File: config.mk
export PLATFORM = sky130hd
export DESIGN_NAME = lsp_panel
export DESIGN_NICKNAME = d
export VERILOG_FILES = /design/src/lsp_pkg.sv /design/src/lsp_panel.sv
export VERILOG_INCLUDE_DIRS = /design/src
export SDC_FILE = /design/constraint.sdc
export NUM_CORES = 1
export LEC_CHECK = 0
export ABC_AREA = 1
export BUFFER_PORTS_ARGS = -buffer_cell sky130_fd_sc_hd__buf_2
export CELL_PAD_IN_SITES_DETAIL_PLACEMENT = 1
export CELL_PAD_IN_SITES_GLOBAL_PLACEMENT = 1
export CORE_MARGIN = 10
export CORE_UTILIZATION = 38
export CTS_BUF_LIST = sky130_fd_sc_hd__clkbuf_16
export CTS_CLUSTER_DIAMETER = 100
export DETAILED_ROUTE_END_ITERATION = 12
export PLACE_DENSITY = 0.71
export SYNTH_ARGS = -nofsm -noshare
export SYNTH_HDL_FRONTEND = slang
export SYNTH_SLANG_ARGS = --single-unit
File: constraint.sdc
create_clock -name clk -period 3.6 [get_ports clk]
set_input_delay 0.54 -clock clk [delete_from_list [all_inputs] [get_ports clk]]
set_output_delay 0.54 -clock clk [all_outputs]
set_load 0.1 [all_outputs]
File: src/lsp_regs.svh
// register offsets, field positions, reset values and timing for the panel
// assumes a 40 MHz clock and a 32-bit apb bus
`ifndef LSP_REGS_SVH
`define LSP_REGS_SVH
// ----------------------------------------
// register offsets
// ----------------------------------------
`define LSP_OFS_CTRL 8'h00
`define LSP_OFS_LEVEL 8'h04
`define LSP_OFS_PCT 8'h08
`define LSP_OFS_ZONE 8'h0c
`define LSP_OFS_FAULT 8'h10
`define LSP_OFS_PVAL 8'h14
`define LSP_OFS_STAT 8'h18
// ----------------------------------------
// field positions
// ----------------------------------------
`define LSP_CTRL_CFG 0
`define LSP_CTRL_LOCK 1
`define LSP_CTRL_INCH 2
`define LSP_CTRL_FOU 4
`define LSP_ZONE_BELOW 0
`define LSP_ZONE_FULL 1
`define LSP_ZONE_OP 2
`define LSP_ZONE_SW 4
`define LSP_PVAL_IDX 16
`define LSP_STAT_ST 0
`define LSP_STAT_PIDX 8
`define LSP_STAT_LOCK 12
`define LSP_STAT_PCT 13
`define LSP_STAT_ERR 16
`define LSP_STAT_SC 20
// ----------------------------------------
// reset values and limits
// ----------------------------------------
`define LSP_CTRL_RST 8'h00
`define LSP_ZONE_RST 8'h00
`define LSP_JUMP_MAX 16'h0100
`define LSP_NPARAM 8
// ----------------------------------------
// display error codes
// ----------------------------------------
`define LSP_E000 16'h0000
`define LSP_E031 16'h0031
`define LSP_E033 16'h0033
`define LSP_E034 16'h0034
// ----------------------------------------
// timing
// ----------------------------------------
`define LSP_CLK_KHZ 40000
`define LSP_INIT_MS 3000
`define LSP_VIEW_MS 15000
`define LSP_UNLOCK_MS 10000
`define LSP_DEB_MS 20
`define LSP_LONG_MS 1000
`define LSP_FLASH_MS 500
`endif

File: src/lsp_pkg.sv
// types shared by the panel logic
// assumes nothing beyond a systemverilog compiler
`default_nettype none
package lsp_pkg;
	typedef enum logic [4:0] {
		ST_INIT = 5'h01,
		ST_RUN = 5'h02,
		ST_BROWSE = 5'h04,
		ST_VIEW = 5'h08,
		ST_TYPE = 5'h10
	} lsp_state_t;
	typedef enum logic [3:0] {
		DC_NUM = 4'h0, DC_DASH = 4'h1, DC_FULL = 4'h2, DC_CAL = 4'h3,
		DC_NOCFG = 4'h4, DC_LOC = 4'h5, DC_UNLOCKED_INDICATION = 4'h6, DC_PNAME = 4'h7,
		DC_PVAL = 4'h8, DC_ERR = 4'h9, DC_SC_OUT = 4'ha, DC_OVERFLOW_SHORT_INDICATION = 4'hb,
		DC_SC_MULTI = 4'hc, DC_BLANK = 4'hd
	} lsp_disp_t;
	typedef struct packed {
		lsp_disp_t code;
		logic [15:0] value;
		logic [7:0] led;
		logic [2:0] sw_out;
		logic overflow_output;
	} lsp_panel_t;
	typedef struct packed {
		logic psel;
		logic penable;
		logic pwrite;
		logic [7:0] paddr;
		logic [31:0] pwdata;
	} lsp_apb_req_t;
endpackage : lsp_pkg
`default_nettype wire

File: src/lsp_panel.sv
// front panel indication and run-mode control of the level sensor
// assumes apb master on clk, buttons and short pins asynchronous, low active
//
// The register offsets and the APB interface to the registers were chosen for this implementation.
`include "lsp_regs.svh"
`default_nettype none
module lsp_panel #(
	parameter int unsigned P_INIT_CYC = `LSP_INIT_MS * `LSP_CLK_KHZ,
	parameter int unsigned P_VIEW_CYC = `LSP_VIEW_MS * `LSP_CLK_KHZ,
	parameter int unsigned P_UNLOCK_CYC = `LSP_UNLOCK_MS * `LSP_CLK_KHZ,
	parameter int unsigned P_DEB_CYC = `LSP_DEB_MS * `LSP_CLK_KHZ,
	parameter int unsigned P_LONG_CYC = `LSP_LONG_MS * `LSP_CLK_KHZ,
	parameter int unsigned P_FLASH_CYC = `LSP_FLASH_MS * `LSP_CLK_KHZ
) (
	input wire logic clk,
	input wire logic nrst,
	input wire lsp_pkg::lsp_apb_req_t apb,
	output logic pready,
	output logic pslverr,
	output logic [31:0] prdata,
	input wire logic btn_mode_n,
	input wire logic btn_set_n,
	input wire logic [3:0] short_n,
	output lsp_pkg::lsp_panel_t panel
);
	localparam logic [29:0] INIT_C = 30'(P_INIT_CYC);
	localparam logic [29:0] VIEW_C = 30'(P_VIEW_CYC);
	localparam logic [29:0] UNLK_C = 30'(P_UNLOCK_CYC);
	localparam logic [29:0] DEB_C = 30'(P_DEB_CYC);
	localparam logic [29:0] LONG_C = 30'(P_LONG_CYC);
	localparam logic [29:0] FLSH_C = 30'(P_FLASH_CYC);

	// ----------------------------------------
	// apb slave
	// ----------------------------------------
	function automatic logic reg_hit(input logic [7:0] a);
		reg_hit = (a == `LSP_OFS_CTRL) || (a == `LSP_OFS_LEVEL) ||
			(a == `LSP_OFS_PCT) || (a == `LSP_OFS_ZONE) ||
			(a == `LSP_OFS_FAULT) || (a == `LSP_OFS_PVAL) ||
			(a == `LSP_OFS_STAT);
	endfunction : reg_hit

	logic wr_en;
	logic [7:0] ctrl_q;
	logic [7:0] zone_q;
	logic [15:0] len_q;
	logic [15:0] pct_lvl_q;
	logic [15:0] pval_q [`LSP_NPARAM];
	logic [31:0] rd_d;
	logic [31:0] prdata_q;
	logic [3:0] err_q;
	logic [3:0] sc_s1;
	logic [3:0] sc_q;
	logic lock_q;
	logic pct_q;
	logic seen_q;
	logic [15:0] jump;
	logic unlock;
	lsp_pkg::lsp_state_t state_q;
	logic [2:0] pidx_q;

	assign pready = 1'b1;
	assign pslverr = apb.psel && apb.penable && !reg_hit(apb.paddr);
	assign wr_en = apb.psel && apb.penable && apb.pwrite;
	assign prdata = prdata_q;

	always_comb begin
		rd_d = 32'h0;
		case (apb.paddr)
			`LSP_OFS_CTRL: rd_d[7:0] = ctrl_q;
			`LSP_OFS_LEVEL: rd_d[15:0] = len_q;
			`LSP_OFS_PCT: rd_d[15:0] = pct_lvl_q;
			`LSP_OFS_ZONE: rd_d[7:0] = zone_q;
			`LSP_OFS_FAULT: rd_d[3:0] = err_q;
			`LSP_OFS_PVAL: rd_d[15:0] = pval_q[pidx_q];
			`LSP_OFS_STAT: begin
				rd_d[`LSP_STAT_ST +: 5] = state_q;
				rd_d[`LSP_STAT_PIDX +: 3] = pidx_q;
				rd_d[`LSP_STAT_LOCK] = lock_q;
				rd_d[`LSP_STAT_PCT] = pct_q;
				rd_d[`LSP_STAT_ERR +: 4] = err_q;
				rd_d[`LSP_STAT_SC +: 4] = sc_q;
			end
			default: rd_d = 32'h0;
		endcase
	end

	always_ff @(posedge clk or negedge nrst) begin
		if (!nrst) begin
			prdata_q <= 32'h0;
		end else if (apb.psel && !apb.penable && !apb.pwrite) begin
			prdata_q <= rd_d;
		end
	end

	always_ff @(posedge clk or negedge nrst) begin
		if (!nrst) begin
			ctrl_q <= `LSP_CTRL_RST;
			zone_q <= `LSP_ZONE_RST;
			len_q <= 16'h0;
			pct_lvl_q <= 16'h0;
		end else if (wr_en) begin
			case (apb.paddr)
				`LSP_OFS_CTRL: ctrl_q <= apb.pwdata[7:0];
				`LSP_OFS_LEVEL: len_q <= apb.pwdata[15:0];
				`LSP_OFS_PCT: pct_lvl_q <= apb.pwdata[15:0];
				`LSP_OFS_ZONE: zone_q <= apb.pwdata[7:0];
				default: ;
			endcase
		end
	end

	// parameter values, writes rejected while locked
	always_ff @(posedge clk or negedge nrst) begin
		if (!nrst) begin
			for (int i = 0; i < `LSP_NPARAM; i++) begin
				pval_q[i] <= 16'h0;
			end
		end else if (wr_en && apb.paddr == `LSP_OFS_PVAL && !lock_q) begin
			pval_q[apb.pwdata[`LSP_PVAL_IDX +: 3]] <= apb.pwdata[15:0];
		end
	end

	// ----------------------------------------
	// fault latching and plausibility
	// ----------------------------------------
	assign jump = (apb.pwdata[15:0] >= len_q) ?
		(apb.pwdata[15:0] - len_q) : (len_q - apb.pwdata[15:0]);

	always_ff @(posedge clk or negedge nrst) begin
		if (!nrst) begin
			seen_q <= 1'b0;
		end else if (wr_en && apb.paddr == `LSP_OFS_LEVEL) begin
			seen_q <= 1'b1;
		end
	end

	// only reset clears, nothing else lowers a bit
	always_ff @(posedge clk or negedge nrst) begin
		if (!nrst) begin
			err_q <= 4'h0;
		end else begin
			if (wr_en && apb.paddr == `LSP_OFS_FAULT) begin
				err_q <= err_q | apb.pwdata[3:0];
			end
			if (wr_en && apb.paddr == `LSP_OFS_LEVEL && seen_q &&
				jump > `LSP_JUMP_MAX) begin
				err_q <= err_q | 4'h8;
			end
		end
	end

	always_ff @(posedge clk or negedge nrst) begin
		if (!nrst) begin
			sc_s1 <= 4'h0;
			sc_q <= 4'h0;
		end else begin
			sc_s1 <= ~short_n;
			sc_q <= sc_s1;
		end
	end

	// ----------------------------------------
	// buttons
	// ----------------------------------------
	logic [1:0] b_s1;
	logic [1:0] b_q;
	logic [1:0] b_old_q;
	logic [1:0] brief;
	logic [29:0] bcnt_q [2];
	logic [29:0] both_q;

	function automatic logic is_brief(input logic [29:0] c);
		is_brief = (c >= DEB_C) && (c < LONG_C);
	endfunction : is_brief

	always_ff @(posedge clk or negedge nrst) begin
		if (!nrst) begin
			b_s1 <= 2'h0;
			b_q <= 2'h0;
			b_old_q <= 2'h0;
		end else begin
			b_s1 <= {~btn_set_n, ~btn_mode_n};
			b_q <= b_s1;
			b_old_q <= b_q;
		end
	end

	for (genvar g = 0; g < 2; g++) begin : g_btn
		always_ff @(posedge clk or negedge nrst) begin
			if (!nrst) begin
				bcnt_q[g] <= 30'h0;
			end else if (!b_q[g]) begin
				bcnt_q[g] <= 30'h0;
			end else if (bcnt_q[g] != LONG_C) begin
				bcnt_q[g] <= bcnt_q[g] + 30'h1;
			end
		end
		assign brief[g] = b_old_q[g] && !b_q[g] && is_brief(bcnt_q[g]);
	end

	assign unlock = (&b_q) && (both_q == UNLK_C - 30'h1);

	always_ff @(posedge clk or negedge nrst) begin
		if (!nrst) begin
			both_q <= 30'h0;
		end else if (!(&b_q) || unlock) begin
			both_q <= 30'h0;
		end else begin
			both_q <= both_q + 30'h1;
		end
	end

	always_ff @(posedge clk or negedge nrst) begin
		if (!nrst) begin
			lock_q <= 1'b0;
		end else if (unlock) begin
			lock_q <= 1'b0;
		end else if (wr_en && apb.paddr == `LSP_OFS_CTRL) begin
			lock_q <= apb.pwdata[`LSP_CTRL_LOCK];
		end
	end

	// ----------------------------------------
	// operating state
	// ----------------------------------------
	logic [29:0] tmr_q;
	logic tmr_end;
	logic [1:0] ind_q;
	logic [29:0] ind_tmr_q;
	logic [29:0] fl_q;
	logic flash_q;

	assign tmr_end = (state_q == lsp_pkg::ST_INIT) ?
		(tmr_q == INIT_C - 30'h1) : (tmr_q == VIEW_C - 30'h1);

	always_ff @(posedge clk or negedge nrst) begin
		if (!nrst) begin
			state_q <= lsp_pkg::ST_INIT;
			tmr_q <= 30'h0;
			pidx_q <= 3'h0;
		end else begin
			tmr_q <= tmr_q + 30'h1;
			case (state_q)
				lsp_pkg::ST_INIT: begin
					if (tmr_end) begin
						state_q <= lsp_pkg::ST_RUN;
						tmr_q <= 30'h0;
					end
				end
				lsp_pkg::ST_RUN: begin
					tmr_q <= 30'h0;
					if (brief[0] && !lock_q) begin
						state_q <= lsp_pkg::ST_BROWSE;
						pidx_q <= 3'h0;
					end else if (brief[1]) begin
						state_q <= lsp_pkg::ST_TYPE;
					end
				end
				lsp_pkg::ST_BROWSE: begin
					if (brief[0]) begin
						pidx_q <= pidx_q + 3'h1;
						tmr_q <= 30'h0;
					end else if (brief[1]) begin
						state_q <= lsp_pkg::ST_VIEW;
						tmr_q <= 30'h0;
					end else if (tmr_end) begin
						state_q <= lsp_pkg::ST_RUN;
					end
				end
				lsp_pkg::ST_VIEW: begin
					if (brief[0]) begin
						state_q <= lsp_pkg::ST_BROWSE;
						pidx_q <= pidx_q + 3'h1;
						tmr_q <= 30'h0;
					end else if (tmr_end) begin
						state_q <= lsp_pkg::ST_BROWSE;
						tmr_q <= 30'h0;
					end
				end
				lsp_pkg::ST_TYPE: begin
					if (brief[1]) begin
						tmr_q <= 30'h0;
					end else if (tmr_end) begin
						state_q <= lsp_pkg::ST_RUN;
					end
				end
				default: begin
					state_q <= lsp_pkg::ST_INIT;
					tmr_q <= 30'h0;
				end
			endcase
		end
	end

	always_ff @(posedge clk or negedge nrst) begin
		if (!nrst) begin
			pct_q <= 1'b0;
		end else if (brief[1] && (state_q == lsp_pkg::ST_RUN ||
			state_q == lsp_pkg::ST_TYPE)) begin
			pct_q <= !pct_q;
		end
	end

	// lock/unlock banner: 1 = locked, 2 = unlocked
	always_ff @(posedge clk or negedge nrst) begin
		if (!nrst) begin
			ind_q <= 2'h0;
			ind_tmr_q <= 30'h0;
		end else if (unlock) begin
			ind_q <= 2'h2;
			ind_tmr_q <= 30'h0;
		end else if (brief[0] && lock_q && state_q == lsp_pkg::ST_RUN) begin
			ind_q <= 2'h1;
			ind_tmr_q <= 30'h0;
		end else if (ind_q != 2'h0) begin
			ind_tmr_q <= ind_tmr_q + 30'h1;
			if (ind_tmr_q == VIEW_C - 30'h1) begin
				ind_q <= 2'h0;
			end
		end
	end

	always_ff @(posedge clk or negedge nrst) begin
		if (!nrst) begin
			fl_q <= 30'h0;
			flash_q <= 1'b0;
		end else if (fl_q == FLSH_C - 30'h1) begin
			fl_q <= 30'h0;
			flash_q <= !flash_q;
		end else begin
			fl_q <= fl_q + 30'h1;
		end
	end

	// ----------------------------------------
	// display and outputs
	// ----------------------------------------
	lsp_pkg::lsp_panel_t pd;
	logic init;
	logic cfg;

	assign init = (state_q == lsp_pkg::ST_INIT);
	assign cfg = ctrl_q[`LSP_CTRL_CFG];

	always_comb begin
		pd = '0;
		pd.code = lsp_pkg::DC_NUM;
		if (init || !cfg) begin
			pd.sw_out = 3'h0;
		end else if (|err_q) begin
			pd.sw_out = ctrl_q[`LSP_CTRL_FOU +: 3];
		end else begin
			pd.sw_out = zone_q[`LSP_ZONE_SW +: 3];
		end
		pd.overflow_output = !init && cfg && !(|err_q) &&
			!zone_q[`LSP_ZONE_OP];
		pd.led[6:4] = pd.sw_out;
		pd.led[7] = pd.overflow_output;
		if (init) begin
			pd.code = lsp_pkg::DC_CAL;
		end else if (err_q[0]) begin
			pd.code = lsp_pkg::DC_ERR;
			pd.value = `LSP_E000;
		end else if (err_q[1]) begin
			pd.code = lsp_pkg::DC_ERR;
			pd.value = `LSP_E031;
		end else if (err_q[2]) begin
			pd.code = lsp_pkg::DC_ERR;
			pd.value = `LSP_E033;
		end else if (err_q[3]) begin
			pd.code = lsp_pkg::DC_ERR;
			pd.value = `LSP_E034;
		end else if (|sc_q) begin
			if ($countones(sc_q) > 1) begin
				pd.code = lsp_pkg::DC_SC_MULTI;
			end else if (sc_q[3]) begin
				pd.code = lsp_pkg::DC_OVERFLOW_SHORT_INDICATION;
			end else begin
				pd.code = lsp_pkg::DC_SC_OUT;
				pd.value = sc_q[0] ? 16'h1 : (sc_q[1] ? 16'h2 : 16'h3);
			end
			if (flash_q) begin
				pd.code = lsp_pkg::DC_BLANK;
			end
		end else if (ind_q != 2'h0) begin
			pd.code = ind_q[0] ? lsp_pkg::DC_LOC : lsp_pkg::DC_UNLOCKED_INDICATION;
		end else if (state_q == lsp_pkg::ST_BROWSE) begin
			pd.code = lsp_pkg::DC_PNAME;
			pd.value = {13'h0, pidx_q};
		end else if (state_q == lsp_pkg::ST_VIEW) begin
			pd.code = lsp_pkg::DC_PVAL;
			pd.value = pval_q[pidx_q];
		end else if (!cfg) begin
			pd.code = lsp_pkg::DC_NOCFG;
		end else if (zone_q[`LSP_ZONE_BELOW]) begin
			pd.code = lsp_pkg::DC_DASH;
		end else begin
			pd.value = pct_q ? pct_lvl_q : len_q;
			if (zone_q[`LSP_ZONE_FULL] && flash_q) begin
				pd.code = lsp_pkg::DC_FULL;
			end else begin
				pd.led[2:0] = pct_q ? 3'h4 :
					(ctrl_q[`LSP_CTRL_INCH] ? 3'h2 : 3'h1);
			end
		end
	end

	always_ff @(posedge clk or negedge nrst) begin
		if (!nrst) begin
			panel <= '0;
		end else begin
			panel <= pd;
		end
	end
endmodule : lsp_panel
`default_nettype wire

; Word-level counts from Yosys, hierarchy flattened
; Cells that the tools add are included.
[totals]
memories = 0
mem_bits_rw = 0
latchBits = 0
rom_bits = 0
reg_bits = 443
[classes]
div_mod_pow = 0
n_addsub = 12
bitwise_logic = 7
n_eq_ne = 26
muxes = 91
reduce_logical = 69
order_cmp = 10
multipliers = 0
shift = 0
[op_table]
columns = cell, n
row1 = $mux 30, 13
row2 = $add 30x1->30 const B, 6
row3 = $mux 16, 9
row4 = $mux 20, 7
row5 = $bwmux 128, 1
row6 = $pmux 30 s4, 1
row7 = $eq 30x30->1 const B, 2
row8 = $ge 30x20->1 const B, 2
row9 = $lt 30x26->1 const B, 2
row10 = $ne 30x26->1 const B, 2
row11 = $mux 3, 18
row12 = $bmux 16 s3, 1
row13 = $demux 16 s3, 1
row14 = $mux 5, 8
row15 = $sub 16x16->16, 2
row16 = $eq 30x25->1 const B, 1
row17 = $eq 30x27->1 const B, 1
row18 = $eq 30x29->1 const B, 1
row19 = $logic_and 1x1->1, 28
row20 = $pmux 4 s7, 1
row21 = $pmux 5 s5, 1
row22 = $eq 8x5->1 const B, 3
row23 = $mux 4, 6
row24 = $mux 2, 11
row25 = 41 further kinds, 87

; Logic depth before layout (Yosys ltp)
; Gate-level depths: netlist (run 1).
[depth]
word_depth = 14
ltp_mapped = 22
depth_no_buf = 20

; Worst setup path before layout (run 1)
; No wires, ideal clock.
[synth_timing]
path_type = input-to-output
start = in apb[37] (netlist bit)
end = out pslverr
path_buffers = 0
slack_ps = 314
t_arrival_ps = 2746
stages = 4
cell_sequence = nor2_1 nand2_1 a311oi_1 nor3_1
[synth_between]
elab_chain_len = 9
elab_cells_between_ends = 15
classes_between = eq/ne: 6 / reduce/logical: 9
[synth_rtl]
columns = element, line
row1 = "start, declared", lsp_panel.sv:17  ; input wire lsp_pkg::lsp_apb_req_t apb,
row2 = $eq 8x3->1 or $logic_not 8->1 (tied branches), -
row3 = $logic_or 1x1->1 (5 in a row), lsp_panel.sv:37  ; reg_hit = (a == `LSP_OFS_CTRL) || (a == `LSP_OFS_LEVEL) ||
row4 = $logic_or 1x1->1 (*), lsp_panel.sv:37
row5 = $logic_not 1->1 (*), lsp_panel.sv:63  ; assign pslverr = apb.psel && apb.penable && !reg_hit(apb.paddr);
row6 = $logic_and 1x1->1 (*), lsp_panel.sv:63
row7 = "end, declared", lsp_panel.sv:19  ; output logic pslverr,
; Every way passes the cells marked *; elsewhere a longest branch is shown, timed or not.

; Worst setup path in the final report (run 1)
[layout_timing]
start = reg len_q[2]
end = reg err_q[3]
[layout_between]
elab_chain_len = 5
elab_cells_between_ends = 8
classes_between = add/sub: 2 / order compare: 2 / mux: 2 / reduce/logical: 2
[layout_rtl]
columns = element, line
row1 = "start, declared", lsp_panel.sv:46  ; logic [15:0] len_q;
row2 = "start signal, assigned", lsp_panel.sv:105  ; `LSP_OFS_LEVEL: len_q <= apb.pwdata[15:0];
row3 = $sub 16x16->16 or $ge 16x16->1 (tied branches), "lsp_panel.sv:128, lsp_panel.sv:127"
row4 = $mux 16 (*), lsp_panel.sv:127  ; assign jump = (apb.pwdata[15:0] >= len_q) ?
row5 = $gt 16x9->1 (no line) (*), -
row6 = $logic_and 1x1->1 (no line) (*), -
row7 = $mux 4 or $reduce_bool 2->1 (tied branches), -
row8 = "end signal, assigned", lsp_panel.sv:144  ; err_q <= err_q | apb.pwdata[3:0];
row9 = "end signal, assigned", lsp_panel.sv:148  ; err_q <= err_q | 4'h8;
row10 = "end, declared", lsp_panel.sv:51  ; logic [3:0] err_q;
; Marks and branches as above.
; A chain may end at the register's enable or synchronous reset.

==> flow_metrics.env, run 1 <==
export IMPL_grt_pass1_vias=23500
export IMPL_syn_area_mm2=0.0244
export IMPL_r2r_end="err_q[3]"
export IMPL_syn_inst=3236
export IMPL_drt_iter0_markers=1397
export IMPL_clk_pin_slew_ns=0.06
export IMPL_hold_path_class="in2reg"
export IMPL_postPlaceCellArea_mm2=0.0259
export IMPL_grt_usage_pct=20.3
export IMPL_cts_setup_buffers=0
export IMPL_initial_core_util_pct=38.5
export IMPL_fillers=7908
export IMPL_required_ns=4.09
export IMPL_firstDrtPassIters=5
export IMPL_grt_max_degree=88
export IMPL_r2r_cells=14
export IMPL_die_area_mm2=0.0747
export IMPL_cts_tree="built"
export IMPL_io_buffers=93
export IMPL_min_period_ns=2.68
export IMPL_arrival_ns=3.17
export IMPL_power_switching_mw=2.74
export IMPL_finalCritPeriodShare_pct=74.4
export IMPL_hold_viol_final=0
export IMPL_stdcell_area_mm2=0.0275
export IMPL_ioPinCount=117
export IMPL_rows=92
export IMPL_clockBufferDepth=3
export IMPL_final_cell_mix="828 x nand2_1, 437 x dfrtp_1, 387 x inv_1, 343 x nor2_1, 231 x o21ai_0"
export IMPL_drt_total_wl_um=76500
export IMPL_ys_types=67
export IMPL_die_h_um=273
export IMPL_internal_power_mw=8.04
export IMPL_grt_pass1_wl_um=125000
export IMPL_setup_violations=0
export IMPL_nNetsFinal=3426
export IMPL_crit_end="err_q[3]"
export IMPL_critical_path_max_fanout=9
export IMPL_clockPowerShare_pct=47.4
export IMPL_final_common_cell="nand2_1"
export IMPL_routabilityCongestion=0.871
export IMPL_finalSetupTns_ns=0
export IMPL_cts_buffers_inserted=52
export IMPL_cts_sinks=439
export IMPL_ant_nets=0
export IMPL_antenna_found_initial=2
export IMPL_p_sw_share_pct=25.4
export IMPL_cp_startpoint="len_q[2]"
export IMPL_setup_worst_path_class="reg2reg"
export IMPL_powerDensity_mw_per_mm2=392
export IMPL_max_cap_violations=0
export IMPL_core_mm2=0.0633
export IMPL_cts_root_buffer_cell="clkbuf_16"
export IMPL_vias=22300
export IMPL_yosysSeqAreaShare_pct=45.0
export IMPL_grt_overflow=0
export IMPL_drc=0
export IMPL_start_kind="flop"
export IMPL_rsz0062_at_grt="false"
export IMPL_reg2reg_slack_ns=0.92
export IMPL_skew_ns=0.0308
export IMPL_cts_max_level=2
export IMPL_clock_latency_ns=0.63
export IMPL_drt_wirelength_per_cell_um=18.1
export IMPL_via_per_inst=5.30
export IMPL_status="finished clean"
export IMPL_syn_area_per_cell_um2=7.54
export IMPL_slew_viol_final=0
export IMPL_yosysWarningCount=0
export IMPL_r2r_start="len_q[2]"
export IMPL_ir_worst_vdd_mv=0.385
export IMPL_ys_ff_latch=439
export IMPL_drive_gt1_share_pct=9.34
export IMPL_multi_input_comb_area_mm2=0.0114
export IMPL_power_frac_comb_pct=6.0
export IMPL_area_growth_syn_to_layout_pct=12.8
export IMPL_die_x_um=273
export IMPL_slew_headroom_pct=50.6
export IMPL_max_freq_ghz=0.373
export IMPL_hpwl_um=55500
export IMPL_regArea_mm2=0.0110
export IMPL_end_kind="flop"
export IMPL_cts_resized=0
export IMPL_power_leakage_nw=13.3
export IMPL_seq_power_share_pct=46.5
export IMPL_worst_pin_slew_ns=0.740
power groups by stage:
stage | clock network, mW | logic [mW] | registers [mW]
finish | 5.11 | 0.651 | 5.01
detailed placement | 0 | 0.653 | 5.10
CTS | 5.25 | 0.658 | 5.01
global placement | 0 | 0.635 | 5.10
floorplan | 0 | 0.352 | 5.11
global route | 5.48 | 0.736 | 5.02
worst min path at each step:
stage,start,to,slack (ns),depth (start not counted)
global placement,b_s1[1],b_q[1],0.33,0
floorplan,nrst,b_old_q[0],0.24,0
global route,short_n[0],sc_s1[0],0.04,2
CTS,short_n[0],sc_s1[0],0.02,2
finish,short_n[0],sc_s1[0],0.06,2
detailed placement,sc_s1[2],sc_q[2],0.34,0
final cells by class:
type	count	area share (%)
diodes	1	0.00909
clock buffers	53	4.82
clock inverters	43	1.17
inverters	402	5.49
multi-input cells	2289	41.3
flip-flops and latches	439	39.9
well taps	846	3.85
repair buffers	146	3.41
state kept, by name, summed over array words and instances, names as in the netlist, 16 cells and up:
register and cells:
pval_q 128, bcnt_q 60, both_q 30, fl_q 30, ind_tmr_q 30, tmr_q 30, panel 27, prdata 24
len_q 16, pct_lvl_q 16
critical path: stages, from the launching register on:
cell and delay, ns:
dfrtp_1 0.45, ha_1 0.52, nand2_1 0.17, nor3_1 0.36
o21ai_0 0.26, nand3_1 0.15, nand2_1 0.06, nand2_1 0.05
nand2_1 0.06, nor2_1 0.09, nand2_1 0.11, nor2_1 0.12
nor2_1 0.05, nand2_1 0.08, nand2_1 0.05
layer usage:
| layer | track usage [%] | part of all wire (%) |
|---|---|---|
| met3 | 2.97 | 4.2 |
| met2 | 33.6 | 47 |
| met1 | 27.7 | 47 |
| met4 | 4.84 | 1.9 |
| met5 | 0 | 0.0091 |
cell families (layout without fill, tap and decap cells):
kind of cell / Yosys count / after routing / synth area share (%)
other: 2 / 11 / 0.0308
AO/OA/AOI/OAI: 581 / 581 / 13.1
buffers and inverters: 516 / 644 / 8.47
multiplexers: 1 / 1 / 0.0410
XOR/XNOR: 66 / 66 / 2.37
adder cells (fa/ha/maj): 45 / 45 / 2.40
flip-flops: 439 / 439 / 45.0
AND/OR/NAND/NOR: 1586 / 1586 / 28.5
cell usage after synthesis (all sizes together):
library cell / instances / area (um^2)
a21boi: 1 / 7.51
nand4: 81 / 513
or4: 1 / 7.51
o21a: 1 / 7.51
ha: 42 / 526
and2: 5 / 32.5
o21bai: 2 / 15.0
a21oi: 117 / 601
o221a: 1 / 11.3
and3: 5 / 31.3
or3b: 1 / 8.76
dfrtp: 438 / 11000
nor4: 33 / 249
buf: 59 / 347
o211ai: 17 / 133
xnor2: 14 / 123
nor2: 357 / 1380
o22ai: 42 / 263
a31o: 1 / 8.76
o211a: 1 / 10.0
xor2: 52 / 455
nand2: 838 / 3180
inv: 391 / 1470
clkbuf: 55 / 209
o31ai: 9 / 67.6
clkinv: 11 / 42.5
a221oi: 4 / 35.0
conb: 2 / 7.51
a311oi: 1 / 8.76
o2111ai: 10 / 87.6
mux2i: 1 / 10.0
or2: 11 / 68.8
a211oi: 12 / 95.1
nand3b: 3 / 22.5
a31oi: 9 / 56.3
nor3: 101 / 622
fa: 3 / 60.1
o21ai: 348 / 1740
a221o: 1 / 10.0
nor3b: 6 / 45.0
o221ai: 4 / 35.0
dfstp: 1 / 26.3
nand3: 144 / 803
per-stage QoR:
stage / worst slack (ns) / util [%] / total power, mW / instances / hold WS [ns]
after global routing: 0.627 / 43.5 / 11.2 / 4219 / 0.0360
after floorplan: 0.314 / - / 5.46 / 3244 / 0.244
after global placement: 0.693 / 40.8 / 5.73 / 4121 / 0.333
after detailed placement: 0.612 / 40.8 / 5.75 / 4121 / 0.342
final: 0.921 / 43.5 / 10.8 / 4219 / 0.0635
after CTS: 0.900 / 43.5 / 10.9 / 4218 / 0.0238
repair_timing:
item / 4_1_cts / 5_1_grt
hold buffers: 1 / 0
setup endpoints to repair: 0 / 0
endpoints found under the hold margin: 67 / 0
(Power assumes the default switching activity.)
==> run 2: changes to the inputs <==
- clock period: 3.6 -> 2.65 ns (I/O delays scaled with it)
==> run 2 against run 1 <==
Worst hold slack got worse by 0.015 ns. Maximum frequency is 7.4% higher. Final area increased by 2.6%. Utilization up 1.1 points. Largest power group unchanged. Register-to-register slack worse by 0.77 ns. Sequential power rose by 36%.
==> flow_metrics.env, run 2 (synthesized netlist as in run 1, its figures left out) <==
export IMPL_grt_pass1_vias=24100
export IMPL_r2r_end="err_q[3]"
export IMPL_crit_buf_inv=1
export IMPL_skew_ns=0.0218
export IMPL_hold_viol_final=0
export IMPL_path_cells="ha_1 > buf_4 > nand2_1 > nor2_1 > and2_1 > o21ai_0 > nand3_1 > nand2_1 > nand2_1 > nand2_1 > nor2_1 > nand2_1 > nor2_1 > nand2_1 > nand2_1 > nand2_1"
export IMPL_ant_nets=0
export IMPL_die_x_um=273
export IMPL_cpMostUsedCell="nand2_1"
export IMPL_power_leakage_nw=13.7
export IMPL_largest_register_ffs=128
export IMPL_postPlaceCellArea_mm2=0.0263
export IMPL_vias=22700
export IMPL_grt_max_degree=71
export IMPL_finalCritPeriodShare_pct=94.1
export IMPL_hold_path_startpoint="apb[12]"
export IMPL_worstHoldEndpoint="len_q[12]"
export IMPL_reg2reg_slack_ns=0.16
export IMPL_regArea_mm2=0.0110
export IMPL_arrival_ns=2.99
export IMPL_cts_sinks=439
export IMPL_multi_input_comb_area_mm2=0.0114
export IMPL_cts_root_buffer_cell="clkbuf_16"
export IMPL_required_ns=3.14
export IMPL_ir_worst_vdd_mv=0.429
export IMPL_finalPower_mw=15.3
export IMPL_stdcell_area_mm2=0.0282
export IMPL_regMostFlops="pval_q"
export IMPL_stdcell_count=4282
export IMPL_worst_pin_slew_ns=0.631
export IMPL_firstDrtPassIters=5
export IMPL_max_cap_violations=0
export IMPL_final_common_cell="nand2_1"
export IMPL_r2r_cells=16
export IMPL_powerDensity_mw_per_mm2=541
export IMPL_drive_gt1_share_pct=11.0
export IMPL_crit_slowest_cell="dfrtp_1"
export IMPL_nNetsFinal=3486
export IMPL_hold_path_class="in2reg"
export IMPL_io_buffers=93
export IMPL_critical_path_top_delay_family="simple AND/OR/NAND/NOR gates"
export IMPL_routabilityCongestion=0.901
export IMPL_critical_path_max_fanout=4
export IMPL_status="finished clean"
export IMPL_core_mm2=0.0633
export IMPL_via_per_inst=5.31
export IMPL_cts_buffers_inserted=54
export IMPL_clockBufferDepth=3
export IMPL_grt_pass1_wl_um=129000
export IMPL_rows=92
export IMPL_end_kind="flop"
export IMPL_start_kind="flop"
export IMPL_initial_core_util_pct=38.5
export IMPL_slew_viol_final=0
export IMPL_post_place_ws_ns=-0.162
export IMPL_die_area_mm2=0.0747
export IMPL_ioPinCount=117
export IMPL_rsz0062_at_grt="true"
export IMPL_grt_usage_pct=21.0
export IMPL_placed_cells=4173
export IMPL_setup_slack_ns=0.156
export IMPL_min_path_cells=3
export IMPL_drc=0
export IMPL_slowest_delay_ns=0.42
export IMPL_clock_latency_ns=0.61
export IMPL_top_regs="pval_q (128), bcnt_q (60)"
export IMPL_drt_iter0_markers=1504
export IMPL_setup_violations=0
export IMPL_max_freq_ghz=0.401
export IMPL_cts_max_level=2
export IMPL_grt_overflow=0
export IMPL_cts_setup_buffers=0
export IMPL_fillers=7905
export IMPL_whs_ns=0.0483
export IMPL_die_h_um=273
export IMPL_setup_worst_path_class="reg2reg"
export IMPL_min_period_ns=2.49
export IMPL_drt_total_wl_um=78900
export IMPL_area_growth_syn_to_layout_pct=15.8
export IMPL_drt_wirelength_per_cell_um=18.4
export IMPL_hpwl_um=57800
export IMPL_clk_pin_slew_ns=0.06
export IMPL_final_cell_mix="828 x nand2_1, 437 x dfrtp_1, 386 x inv_1, 343 x nor2_1, 231 x o21ai_0"
export IMPL_antenna_found_initial=3
export IMPL_slew_headroom_pct=57.5
export IMPL_cts_tree="built"
export IMPL_r2r_start="len_q[11]"
-- run 2: cell types whose count changed in the layout (fill, tap and decap cells not counted), moves of 2 or more --
cell and change:
nand3_2 +2, buf_12 +7, nand3_1 -2, buf_4 +45, clkbuf_16 +4, bufinv_16 +3, dlygate4sd3_1 +6
-- run 2: report_power, final --
group          leakage (nW)  switching, mW  total, mW  internal, mW
registers              5.92         0.0482       6.81          6.76
logic                  6.88          0.676      0.948         0.272
clock network         0.915           3.06       7.53          4.47
-- run 2: worst max path at each step --
| stage | start | to | slack, ns | cells past startpoint |
|---|---|---|---|---|
| after floorplan | apb[0] | err_q[3] | 0.20 | 19 |
| after CTS | len_q[0] | err_q[3] | 0.04 | 17 |
| final | len_q[11] | err_q[3] | 0.16 | 16 |
| after global placement | apb[11] | err_q[3] | -0.11 | 17 |
| after detailed placement | apb[2] | err_q[3] | -0.16 | 17 |
| after global routing | len_q[11] | err_q[3] | -0.04 | 17 |
-- run 2: timing repair --
| action | 4_1_cts | 5_1_grt |
|---|---|---|
| hold endpoints to repair | 47 | 0 |
| gates resized for setup | 0 | 6 |
| endpoints found under the setup margin | 0 | 7 |
| hold buffers | 7 | 0 |
-- run 2: routing by layer --
| metal | routed length, um | vias to the layer above | track usage, % |
|---|---|---|---|
| met5 | 27 | - | 0 |
| li1 | - | 10900 | - |
| met1 | 37100 | 11400 | 28.2 |
| met2 | 36600 | 362 | 34.6 |
| met3 | 3310 | 118 | 3.28 |
| met4 | 1850 | 4 | 6.21 |
-- run 2: area by class of cell --
cell class | count | share of cell area (%)
diodes | 1 | 0.00886
clock buffers | 57 | 5.05
clock inverters | 44 | 1.33
inverters | 402 | 5.35
multi-input cells | 2289 | 40.4
flip-flops and latches | 439 | 38.9
well taps | 846 | 3.75
repair buffers | 204 | 5.23
-- run 2: stage by stage --
stage | setup TNS (ns) | util, %
floorplan | 0 | -
global placement | -0.106 | 41.6
detailed placement | -0.162 | 41.6
CTS | 0 | 44.6
global route | -0.0431 | 44.6
finish | 0 | 44.6
-- run 2: tightest hold or removal path, cell delays in order --
cell     delay (ns)
buf_2          0.11
nand2_1        0.05
o21ai_0        0.06
